### src/rtl/led_cfg_pkg.sv
// constants and carrier types for the led display config/intensity block
// assumes the serial engine outside presents decoded register accesses
package led_cfg_pkg;
  localparam logic [7:0] global_duty_level_addr = 8'h02;
  localparam logic [7:0] digit_scan_count_addr  = 8'h03;
  localparam logic [7:0] control_flags_addr     = 8'h04;
  localparam logic [7:0] digit_pair_duty_addr   = 8'h10;
  localparam logic [7:0] digit_pair_duty_last   = 8'h13;
  localparam logic [7:0] control_flags_reset    = 8'h00;
  localparam logic [7:0] global_duty_reset      = 8'h00;
  localparam logic [7:0] scan_count_reset       = 8'h07;
  localparam int         run_bit                = 0;
  localparam int         rate_bit               = 2;
  localparam int         blink_en_bit           = 3;
  localparam int         sync_bit               = 4;
  localparam int         clear_bit              = 5;
  localparam int         duty_sel_bit           = 6;
  localparam int         phase_bit              = 7;
  localparam int         num_digits             = 8;
  localparam int         sub_slots              = 16;
  localparam logic [3:0] duty_max_code          = 4'he;
  // cycles per sub-slot; shortened by parameter in the top for simulation
  localparam int         sub_slot_cycles        = 256;
  localparam int         slow_half_ms           = 1000;
  localparam int         fast_half_ms           = 500;
  localparam int         clk_mhz                = 250;
  localparam longint     slow_half_cycles = longint'(slow_half_ms) * 1000 *
                                            clk_mhz;
  localparam longint     fast_half_cycles = longint'(fast_half_ms) * 1000 *
                                            clk_mhz;

  typedef struct packed {
    logic       wr;
    logic       rd;
    logic       ack;
    logic [7:0] addr;
    logic [7:0] wdata;
  } reg_req_type;

  typedef struct packed {
    logic [7:0] segs;
    logic [2:0] digit;
    logic       lit;
  } scan_out_type;
endpackage

### src/rtl/duty_slicer.sv
// sub-slot duty generator for one digit time slot
// assumes sub_idx steps 0..15 within every digit slot
`timescale 1ns/1ps
module duty_slicer (
  input  wire logic [3:0] code,
  input  wire logic [3:0] sub_idx,
  output logic            on
);
  logic [3:0] eff;
  always_comb begin
    // code 15 behaves like 14: 15/16 is the ceiling
    eff = (code > led_cfg_pkg::duty_max_code) ? led_cfg_pkg::duty_max_code
                                                : code;
    on  = (sub_idx <= eff);
  end
endmodule // duty_slicer

### src/rtl/led_display_config_intensity.sv
// multiplex, blink and intensity control of the led display driver
// assumes the serial engine gives one-cycle wr/rd strokes and ack
// marks the acknowledge bit of the data byte being written
//
// Overview of operation
// - blink sync bit zero leaves the blink counters running
// - blink sync bit one resets blink counters at the write acknowledge
// - clear bit zero keeps both digit planes unchanged
// - clear bit one clears both planes during the write acknowledge
// - duty select zero uses the global intensity for every digit
// - duty select one uses each digit's own intensity nibble
// - reading control flags returns blink phase in bit seven
// - scan digits zero to N, N from low three scan bits
// - global code n gives (n+1)/16, code fifteen like fourteen
// - blink enable turns blinking on; rate bit picks slow or fast
// - differing plane bits light a segment in one blink half only
// - lowest control bit zero means shutdown, one means running
`timescale 1ns/1ps
module led_display_config_intensity #(
  parameter int sub_cycles = led_cfg_pkg::sub_slot_cycles,
  parameter longint slow_half = led_cfg_pkg::slow_half_cycles,
  parameter longint fast_half = led_cfg_pkg::fast_half_cycles
) (
  input  wire logic                      sys_clk,
  input  wire logic                      rst,
  input  wire led_cfg_pkg::reg_req_type  req,
  input  wire logic [2:0]                plane_digit,
  input  wire logic                      plane_sel,
  input  wire logic                      plane_wr,
  input  wire logic [7:0]                plane_wdata,
  output logic [7:0]                     rdata,
  output led_cfg_pkg::scan_out_type      scan
);
  logic [7:0]  ctrl_q;
  logic [7:0]  gduty_q;
  logic [7:0]  scan_q;
  logic [7:0]  pair_q [4];
  logic [7:0]  first_plane_q  [led_cfg_pkg::num_digits];
  logic [7:0]  second_plane_q [led_cfg_pkg::num_digits];
  logic        ctrl_wr_pend_q;
  logic [7:0]  ctrl_wr_data_q;
  logic        sync_pulse;
  logic        clear_pulse;
  logic [31:0] blink_cnt_q;
  logic        phase_q;
  logic [15:0] sub_cnt_q;
  logic [3:0]  sub_idx_q;
  logic [2:0]  digit_q;
  logic [3:0]  duty_code;
  logic        duty_on;
  logic [7:0]  seg_d;

  function automatic logic hit(input logic [7:0] a, input logic [7:0] b);
    return a == b;
  endfunction

  // ----------------------------------------------------------------
  // register writes
  // ----------------------------------------------------------------
  always_ff @(posedge sys_clk) begin
    if (rst) begin
      ctrl_q  <= led_cfg_pkg::control_flags_reset;
      gduty_q <= led_cfg_pkg::global_duty_reset;
      scan_q  <= led_cfg_pkg::scan_count_reset;
      for (int i = 0; i < 4; i++) begin
        pair_q[i] <= 8'h00;
      end
    end else if (req.wr) begin
      if (hit(req.addr, led_cfg_pkg::global_duty_level_addr)) begin
        gduty_q <= req.wdata;
      end else if (hit(req.addr, led_cfg_pkg::digit_scan_count_addr)) begin
        scan_q <= req.wdata;
      end else if (hit(req.addr, led_cfg_pkg::control_flags_addr)) begin
        ctrl_q <= req.wdata;
      end else if (req.addr >= led_cfg_pkg::digit_pair_duty_addr &&
                   req.addr <= led_cfg_pkg::digit_pair_duty_last) begin
        pair_q[req.addr[1:0]] <= req.wdata;
      end
    end
  end

  // one-shot actions held until the acknowledge bit
  always_ff @(posedge sys_clk) begin
    if (rst) begin
      ctrl_wr_pend_q <= 1'b0;
      ctrl_wr_data_q <= 8'h00;
    end else if (req.wr && hit(req.addr, led_cfg_pkg::control_flags_addr))
    begin
      ctrl_wr_pend_q <= 1'b1;
      ctrl_wr_data_q <= req.wdata;
    end else if (req.ack) begin
      ctrl_wr_pend_q <= 1'b0;
    end
  end

  always_comb begin
    sync_pulse  = ctrl_wr_pend_q && req.ack &&
                  ctrl_wr_data_q[led_cfg_pkg::sync_bit];
    clear_pulse = ctrl_wr_pend_q && req.ack &&
                  ctrl_wr_data_q[led_cfg_pkg::clear_bit];
  end

  // ----------------------------------------------------------------
  // digit planes
  // ----------------------------------------------------------------
  always_ff @(posedge sys_clk) begin
    if (rst || clear_pulse) begin
      for (int i = 0; i < led_cfg_pkg::num_digits; i++) begin
        first_plane_q[i]  <= 8'h00;
        second_plane_q[i] <= 8'h00;
      end
    end else if (plane_wr) begin
      if (plane_sel) begin
        second_plane_q[plane_digit] <= plane_wdata;
      end else begin
        first_plane_q[plane_digit] <= plane_wdata;
      end
    end
  end

  // ----------------------------------------------------------------
  // blink timing
  // ----------------------------------------------------------------
  always_ff @(posedge sys_clk) begin
    if (rst || sync_pulse) begin
      blink_cnt_q <= 32'h0000_0000;
      phase_q     <= 1'b1;
    end else if (blink_cnt_q >= 32'((ctrl_q[led_cfg_pkg::rate_bit] ?
                 fast_half : slow_half) - 1)) begin
      blink_cnt_q <= 32'h0000_0000;
      phase_q     <= ~phase_q;
    end else begin
      blink_cnt_q <= blink_cnt_q + 32'h0000_0001;
    end
  end

  // ----------------------------------------------------------------
  // multiplex scan
  // ----------------------------------------------------------------
  always_ff @(posedge sys_clk) begin
    if (rst) begin
      sub_cnt_q <= 16'h0000;
      sub_idx_q <= 4'h0;
      digit_q   <= 3'h0;
    end else if (sub_cnt_q == 16'(sub_cycles - 1)) begin
      sub_cnt_q <= 16'h0000;
      sub_idx_q <= sub_idx_q + 4'h1;
      if (sub_idx_q == 4'hf) begin
        // wrap at the scan limit; upper bits ignored
        digit_q <= (digit_q >= scan_q[2:0]) ? 3'h0 : digit_q + 3'h1;
      end
    end else begin
      sub_cnt_q <= sub_cnt_q + 16'h0001;
    end
  end

  always_comb begin
    logic [7:0] pr;
    pr = pair_q[digit_q[2:1]];
    if (ctrl_q[led_cfg_pkg::duty_sel_bit]) begin
      duty_code = digit_q[0] ? pr[7:4] : pr[3:0];
    end else begin
      duty_code = gduty_q[3:0];
    end
  end

  duty_slicer u_slicer (
    .code    (duty_code),
    .sub_idx (sub_idx_q),
    .on      (duty_on)
  );

  always_comb begin
    if (ctrl_q[led_cfg_pkg::blink_en_bit]) begin
      // phase one shows the first plane half
      seg_d = phase_q ? first_plane_q[digit_q]
                      : second_plane_q[digit_q];
    end else begin
      seg_d = first_plane_q[digit_q];
    end
  end

  always_ff @(posedge sys_clk) begin
    if (rst) begin
      scan <= '0;
    end else begin
      scan.digit <= digit_q;
      scan.lit   <= ctrl_q[led_cfg_pkg::run_bit] && duty_on;
      scan.segs  <= ctrl_q[led_cfg_pkg::run_bit] ? seg_d : 8'h00;
    end
  end

  // ----------------------------------------------------------------
  // readback
  // ----------------------------------------------------------------
  always_ff @(posedge sys_clk) begin
    if (rst) begin
      rdata <= 8'h00;
    end else if (req.rd) begin
      if (hit(req.addr, led_cfg_pkg::control_flags_addr)) begin
        rdata <= {phase_q, ctrl_q[6:0]};
      end else if (hit(req.addr, led_cfg_pkg::global_duty_level_addr)) begin
        rdata <= gduty_q;
      end else if (hit(req.addr, led_cfg_pkg::digit_scan_count_addr)) begin
        rdata <= scan_q;
      end else begin
        rdata <= 8'h00;
      end
    end
  end

  // ----------------------------------------------------------------
  // checks
  // ----------------------------------------------------------------
  clear_planes_a: assert property (@(posedge sys_clk) disable iff (rst)
    clear_pulse |=> first_plane_q[0] == 8'h00 && second_plane_q[7] == 8'h00)
    else $error("planes not cleared");
  sync_reset_a: assert property (@(posedge sys_clk) disable iff (rst)
    sync_pulse |=> blink_cnt_q == 32'h0 && phase_q)
    else $error("blink not resynced");
  // counter must either step or wrap with a phase flip, never restart
  no_sync_a: assert property (@(posedge sys_clk) disable iff (rst)
    (ctrl_wr_pend_q && req.ack && !ctrl_wr_data_q[led_cfg_pkg::sync_bit])
    |=> (blink_cnt_q == $past(blink_cnt_q) + 32'h0000_0001) ||
        (blink_cnt_q == 32'h0000_0000 && phase_q != $past(phase_q)))
    else $error("spurious sync");
  once_only_a: assert property (@(posedge sys_clk) disable iff (rst)
    clear_pulse |=> !clear_pulse) else $error("clear repeated");
  phase_read_a: assert property (@(posedge sys_clk) disable iff (rst)
    (req.rd && hit(req.addr, led_cfg_pkg::control_flags_addr))
    |=> rdata[7] == $past(phase_q)) else $error("bad phase");
  scan_limit_a: assert property (@(posedge sys_clk) disable iff (rst)
    $changed(digit_q) |-> digit_q <= scan_q[2:0] || digit_q == 3'h0)
    else $error("digit past limit");
  shutdown_dark_a: assert property (@(posedge sys_clk) disable iff (rst)
    !ctrl_q[led_cfg_pkg::run_bit] |=> !scan.lit)
    else $error("lit in shutdown");
  duty_cap_a: assert property (@(posedge sys_clk) disable iff (rst)
    sub_idx_q == 4'hf |-> !duty_on) else $error("duty over 15/16");
  global_sel_a: assert property (@(posedge sys_clk) disable iff (rst)
    !ctrl_q[led_cfg_pkg::duty_sel_bit] |->
    duty_on == (sub_idx_q <= gduty_q[3:0] && sub_idx_q != 4'hf))
    else $error("wrong duty source");
  clear_cov_c: cover property (@(posedge sys_clk) clear_pulse);
  sync_cov_c:  cover property (@(posedge sys_clk) sync_pulse);
  phase_cov_c: cover property (@(posedge sys_clk) $changed(phase_q));
endmodule // led_display_config_intensity

### config.mk
export PLATFORM = sky130hd
export DESIGN_NAME = led_display_config_intensity
export DESIGN_NICKNAME = d
export VERILOG_FILES = /design/src/rtl/led_cfg_pkg.sv /design/src/rtl/duty_slicer.sv /design/src/rtl/led_display_config_intensity.sv
export SDC_FILE = /design/constraint.sdc
export NUM_CORES = 1
export LEC_CHECK = 0
export BUFFER_PORTS_ARGS = -buffer_cell sky130_fd_sc_hd__buf_2
export CORE_UTILIZATION = 40
export DETAILED_ROUTE_END_ITERATION = 7
export HOLD_SLACK_MARGIN = 0.02
export SETUP_SLACK_MARGIN = 0.1
export SYNTH_ARGS = -nofsm -noshare
export SYNTH_HDL_FRONTEND = slang
export SYNTH_SLANG_ARGS = --single-unit
### constraint.sdc
create_clock -name sys_clk -period 3.8 [get_ports sys_clk]
set_input_delay 0.76 -clock sys_clk [delete_from_list [all_inputs] [get_ports sys_clk]]
set_output_delay 0.76 -clock sys_clk [all_outputs]
set_load 0.01 [all_outputs]
Yosys cells after proc, flatten, opt, wreduce, memory -nomap -nowiden
Memories as Yosys holds them, arrays and structs flattened. A register that Yosys moved wholly into a read port is not among the register bits.
Index checks and enable logic that the tools add are counted.
Word-level totals
  memory bits (writable): 160
  ROM bits: 0
  output and inout bits: 20
  memories: 3
  bits in latches: 0
  flip-flop bits (word level): 106
  bits of input ports: 34
Memory list
  first_plane_q: depth 8, width 8, rd ports 1, clocked after Yosys merged registers in 1, wr ports 8, line led_display_config_intensity.sv:38  | logic [7:0] first_plane_q [led_cfg_pkg::num_digits];
  second_plane_q: depth 8, width 8, rd ports 1, clocked after Yosys merged registers in 1, wr ports 8, line led_display_config_intensity.sv:39  | logic [7:0] second_plane_q [led_cfg_pkg::num_digits];
  pair_q: depth 4, width 8, rd ports 1, clocked after Yosys merged registers in 1, wr ports 4, line led_display_config_intensity.sv:37  | logic [7:0] pair_q [4];
Operators by class
  div/mod/pow operators: 0
  reductions and logical operators: 19
  add/subtract/negate cells: 5
  $mul: 0
  equality and inequality tests: 5
  $lt $le $gt $ge: 6
  bitwise operators: 4
  mux-type cells: 46
  shift-type cells: 0
Operators with widths (number)
  $mux 8: 8
  $add 32x1->32 const B: 1
  $ge 32x32->1: 1
  $sub 28x1->29 const B: 1
  $mux 28: 1
  $mux 1: 24
  $reduce_or 8->1: 3
  $mux 3: 7
  $add 16x1->16 const B: 1
  $eq 16x8->1 const B: 1
  $eq 8x2->1 const B: 2
  $mux 4: 3
  $eq 8x3->1 const B: 1
  $ge 8x5->1 const B: 1
  $le 8x5->1 const B: 1
  $logic_and 1x1->1: 6
  $mux 2: 3
  $reduce_or 2->1: 3
  $add 4x1->4 const B: 1
  $eq 4x4->1 const B: 1
  $gt 4x4->1 const B: 1
  $le 4x4->1: 1
  $not 1->1: 4
  $reduce_and 2->1: 2
  6 further kinds: 7

Longest topological paths before layout
  depth after elaboration: 11
  gate-level depth with buffers: 12
  mapped depth without buffers: 11

Cells and area by module
From an unflattened synthesis, not the netlist that was laid out.
Second synthesis, totals
  cells, all modules: 954
  area total of the unflattened synthesis: 11901.4 um^2
By module, submodules not included
  led_display_config_intensity: area an instance 11792.6 um^2, cells each 940, instances 1, sequential area each 6906.6 um^2
  duty_slicer: area an instance 108.9 um^2, cells each 14, instances 1, sequential area each 0.0 um^2

Least setup slack after synthesis
No wires, ideal clock.
  path kind: input to register
  from: input port rst
  to: memory first_plane_q[1][0], enable pin
  setup time: 384 ps
  cell stages on the path: 6
  path buffers: 2
  data arrival time: 2258 ps
  setup slack: 1158 ps
  cells stage by stage: clkbuf_1 -> a31oi_1 -> nand2_1 -> or3_1 -> clkbuf_1 -> o21ai_0
RTL lines
  from (decl): line led_display_config_intensity.sv:25  | input wire logic rst,
  to (decl): line led_display_config_intensity.sv:38

Worst setup path in the final report
  from: register ctrl_q[2]
  to: register blink_cnt_q[7]
On the way
  cells in the longest elaborated chain, start to end: 4
Ends and longest elaborated chain
  from (decl): line led_display_config_intensity.sv:34  | logic [7:0] ctrl_q;
  from (signal assigned): line led_display_config_intensity.sv:62  | ctrl_q <= led_cfg_pkg::control_flags_reset;
  from (signal assigned): line led_display_config_intensity.sv:74  | ctrl_q <= req.wdata;
  $mux 28: line led_display_config_intensity.sv:128  | end else if (blink_cnt_q >= 32'((ctrl_q[led_cfg_pkg::rate_bit] ?
  $sub 28x1->29: line led_display_config_intensity.sv:129  | fast_half : slow_half) - 1)) begin
  $ge 32x32->1: line led_display_config_intensity.sv:128
  $reduce_or 2->1 (no line)
  to (signal assigned): line led_display_config_intensity.sv:133  | blink_cnt_q <= blink_cnt_q + 32'h0000_0001;
  to (decl): line led_display_config_intensity.sv:44  | logic [31:0] blink_cnt_q;
No other way between the ends.
A chain may end at the register's enable or synchronous reset.

==> impl_metrics.csv <==
group,metric,value,unit
status,outcome,"finished clean",
synthesis,synth_ff_type,"edfxtp_1",
die,core-area,0.0290,mm2
pwr,power_frac_seq,51.0,%
routing,detail-route-antenna-nets,0,
synthesis,synthTopCellsByArea,"edfxtp_1 (40%), dfxtp_1 (18%), mux4_2 (9.1%)",
routing,dr.pass1.iters,7,
pwr,vdd_ir_drop_max,359,uV
synthesis,synth_edf_count,160,
pwr,combPwrFrac,4.0,%
routing,wl_per_cell,18.7,um
routing,drcViolationCount,0,
global_routing,grt.overflow.total,0,
clocking,clk_pin_slew_worst_paths,0.06,ns
global_routing,grt_pass1_vias,7450,
routing,via_per_inst,5.22,
setup_path,cp_max_fo,20,
synthesis,yosys.area.top_type_share,40.3,%
sta,timing.final.crit_share,75.2,%
clocking,cts_buffers,28,
run,maxCapViolCount,0,
place,io_buffers,53,
synthesis,netlist_instances,967,
synthesis,synth_largest_area_cell,"edfxtp_1",
worst_hold_path,hp-class,"flip-flop to flip-flop",
setup_path,critical_path_arrival,3.33,ns
synthesis,yosys_register_bits,265,
place,dp.cells,1388,
setup_path,crit_path_end_kind,"flip-flop",
global_routing,grt_use_total,18.0,%
finish,area_growth,14.5,%
pwr,swShare,20.7,%
synthesis,synth_seq_area_share,57.9,%
pwr,p_clk_share,45.0,%
place,dp_hpwl,18100,um
sta,rsz0062_at_grt,"no",
die,die_h,175,um
routing,drt_wl_total,26900,um
clocking,post-cts-setup-buffer-count,0,
sta,hold_viol,0,
synthesis,avgSynthCellArea,12.3,um2
synthesis,synth.cell_area,0.0119,mm2
clocking,cts_hold_buf,0,
setup_path,crit_path_start_kind,"flip-flop",
sta,tightest_slew,0.980,ns
sta,post-route-min-period,2.86,ns
pwr,p_sw,0.00129,W
pwr,power_leakage,4.87,nW
clocking,cts_root_buffer,"clkbuf_16",
sta,skew,0.0132,ns
sta,drv_slew,0,
place,gp_congestion,0.801,
pwr,p_per_area,457,mW/mm2
clocking,cts_tree,"yes",
clocking,ctsResizeCount,0,
clocking,cts_buffer_depth,3,
clocking,cts_sinks,265,
sta,finalSetupTns,0,ns
finish,num_antenna_cells,0,
setup_path,worst-setup-path-type,"flip-flop to flip-flop",
die,dieArea,0.0305,mm2
die,die_x,175,um
finish,fillers,2647,
synthesis,yosys_warnings,0,
clocking,clk-insertion-delay-late,0.54,ns
global_routing,grt_pass1_wl,42600,um
sta,setup_viol,0,
routing,vias,7506,
routing,drt-initial-drc-count,511,
die,num_io_pins,54,
synthesis,ys_async_sr_fraction,0,%
finish,drive_gt1_share,16.9,%
synthesis,synth.distinct_cells,54,
global_routing,grt_antenna_before_repair,0,
clocking,htree_levels,1,
finish,fin_cells,1439,
finish,final_net_count,1092,
die,start_util,41.1,%
setup_path,required,4.28,ns
sta,fmax,350,MHz
sta,slew-limit-headroom,34.2,%
die,num_rows,62,
global_routing,grt_max_degree,46,
pwr,p_int,0.00495,W
==> layer usage <==
| metal | GRT usage [%] | vias to the layer above | share of wire, % |
|---|---|---|---|
| met3 | 3.05 | 37 | 5.1 |
| li1 | - | 3634 | - |
| met2 | 30.2 | 186 | 48 |
| met4 | 4.20 | 0 | 2.0 |
| met5 | 0 | - | 0 |
| met1 | 24.4 | 3649 | 45 |
==> stage by stage <==
step           util (%)  setup slack (ns)  hold WS (ns)  power (W)  area, um2
2_1_floorplan         -              1.16         0.411    0.00337      11900
3_3_place_gp       43.8             0.828         0.421    0.00350      12700
3_5_place_dp       43.8             0.796         0.432    0.00350      12700
4_1_cts            47.1             0.904         0.442    0.00630      13700
5_1_grt            47.1             0.633         0.480    0.00645      13700
6_report           47.1             0.942         0.440    0.00624      13700
==> cell type report <==
| type | instances | area (um2) | area share (%) |
|---|---|---|---|
| Sequential cell | 265 | 6910 | 50.6 |
| Multi-Input combinational cell | 643 | 4780 | 35.0 |
| Clock buffer | 44 | 875 | 6.40 |
| Tap cell | 384 | 480 | 3.52 |
| Timing Repair Buffer | 81 | 475 | 3.48 |
| Clock inverter | 7 | 82.6 | 0.605 |
| Inverter | 15 | 56.3 | 0.412 |
==> cell families (layout without fill, tap and decap cells) <==
| family | Yosys count | in the layout | share of synthesized area, % |
|---|---|---|---|
| AO/OA/AOI/OAI | 81 | 81 | 4.19 |
| XOR/XNOR | 42 | 42 | 3.08 |
| adder cells (fa/ha/maj) | 24 | 24 | 2.52 |
| buffers and inverters | 61 | 147 | 2.13 |
| flip-flops | 265 | 265 | 57.9 |
| multiplexers | 71 | 71 | 11.0 |
| other | 1 | 3 | 0.0314 |
| AND/OR/NAND/NOR | 422 | 422 | 19.1 |
==> path summary, 6_finish.rpt <==
| kind | startpoint | to | slack [ns] | depth (start not counted) |
|---|---|---|---|---|
| worst min register to register | sub_cnt_q[0] | sub_cnt_q[0] | 0.44 | 1 |
| worst max register to register | ctrl_q[2] | blink_cnt_q[7] | 0.94 | 8 |
| worst max-delay path | ctrl_q[2] | blink_cnt_q[7] | 0.94 | 8 |
| worst min-delay path | sub_cnt_q[0] | sub_cnt_q[0] | 0.44 | 1 |
==> cell usage in the layout, fill, tap and decap left out, types with 4 or more instances in the layout <==
cell type,Yosys,routed
mux2i_1,22,22
inv_1,15,15
ha_1,24,24
mux4_2,48,48
a211oi_1,8,8
a21oi_1,26,26
nand3_1,26,26
edfxtp_1,160,160
clkbuf_8,0,5
xor2_1,17,17
nand4_1,17,17
buf_2,11,53
nor3_1,16,16
nand2_1,42,42
and3_1,9,9
buf_4,1,28
xnor2_1,25,25
clkbuf_16,0,31
and2_1,158,158
and4_1,8,8
nor2_1,97,97
nor2b_1,11,11
nor4_1,10,10
dfxtp_1,105,103
clkbuf_1,30,8
o21ai_0,23,23
nand4b_1,4,4
nand2b_1,15,15
==> synthesized netlist by cell type, drive strengths merged (22+ instances only) <==
master    n
clkbuf   30
xnor2    25
mux2i    22
nor2     98
a21oi    26
mux4     48
ha       24
nand2    42
dfxtp   105
edfxtp  160
and2    158
o21ai    24
nand3    26
==> power groups by stage <==
stage / Clock, W / Sequential [W] / Combinational, W
after floorplan: 0 / 0.00323 / 0.000137
final: 0.00281 / 0.00318 / 0.000252
after global routing: 0.00298 / 0.00319 / 0.000275
after global placement: 0 / 0.00324 / 0.000253
after detailed placement: 0 / 0.00324 / 0.000256
after CTS: 0.00286 / 0.00318 / 0.000257
==> worst max-delay path, cell delays in order, from the launching register on <==
cell and delay (ns):
dfxtp_1 0.58, inv_1 0.25, ha_1 0.25, a311oi_1 0.28, o21ai_0 0.12, a2111oi_1 0.53, o211ai_2 0.33, buf_4 0.31
nor2_1 0.13
==> state kept, by name, summed over array words and instances, names as in the netlist, 7 cells and up, named ones only <==
| name | count |
|---|---|
| scan_q | 8 |
| scan | 12 |
| rdata | 8 |
| sub_cnt_q | 16 |
| pair_q | 32 |
| gduty_q | 8 |
| first_plane_q | 64 |
| second_plane_q | 64 |
| blink_cnt_q | 32 |
| ctrl_q | 7 |
Note: power is estimated with default switching activity, not from simulation.
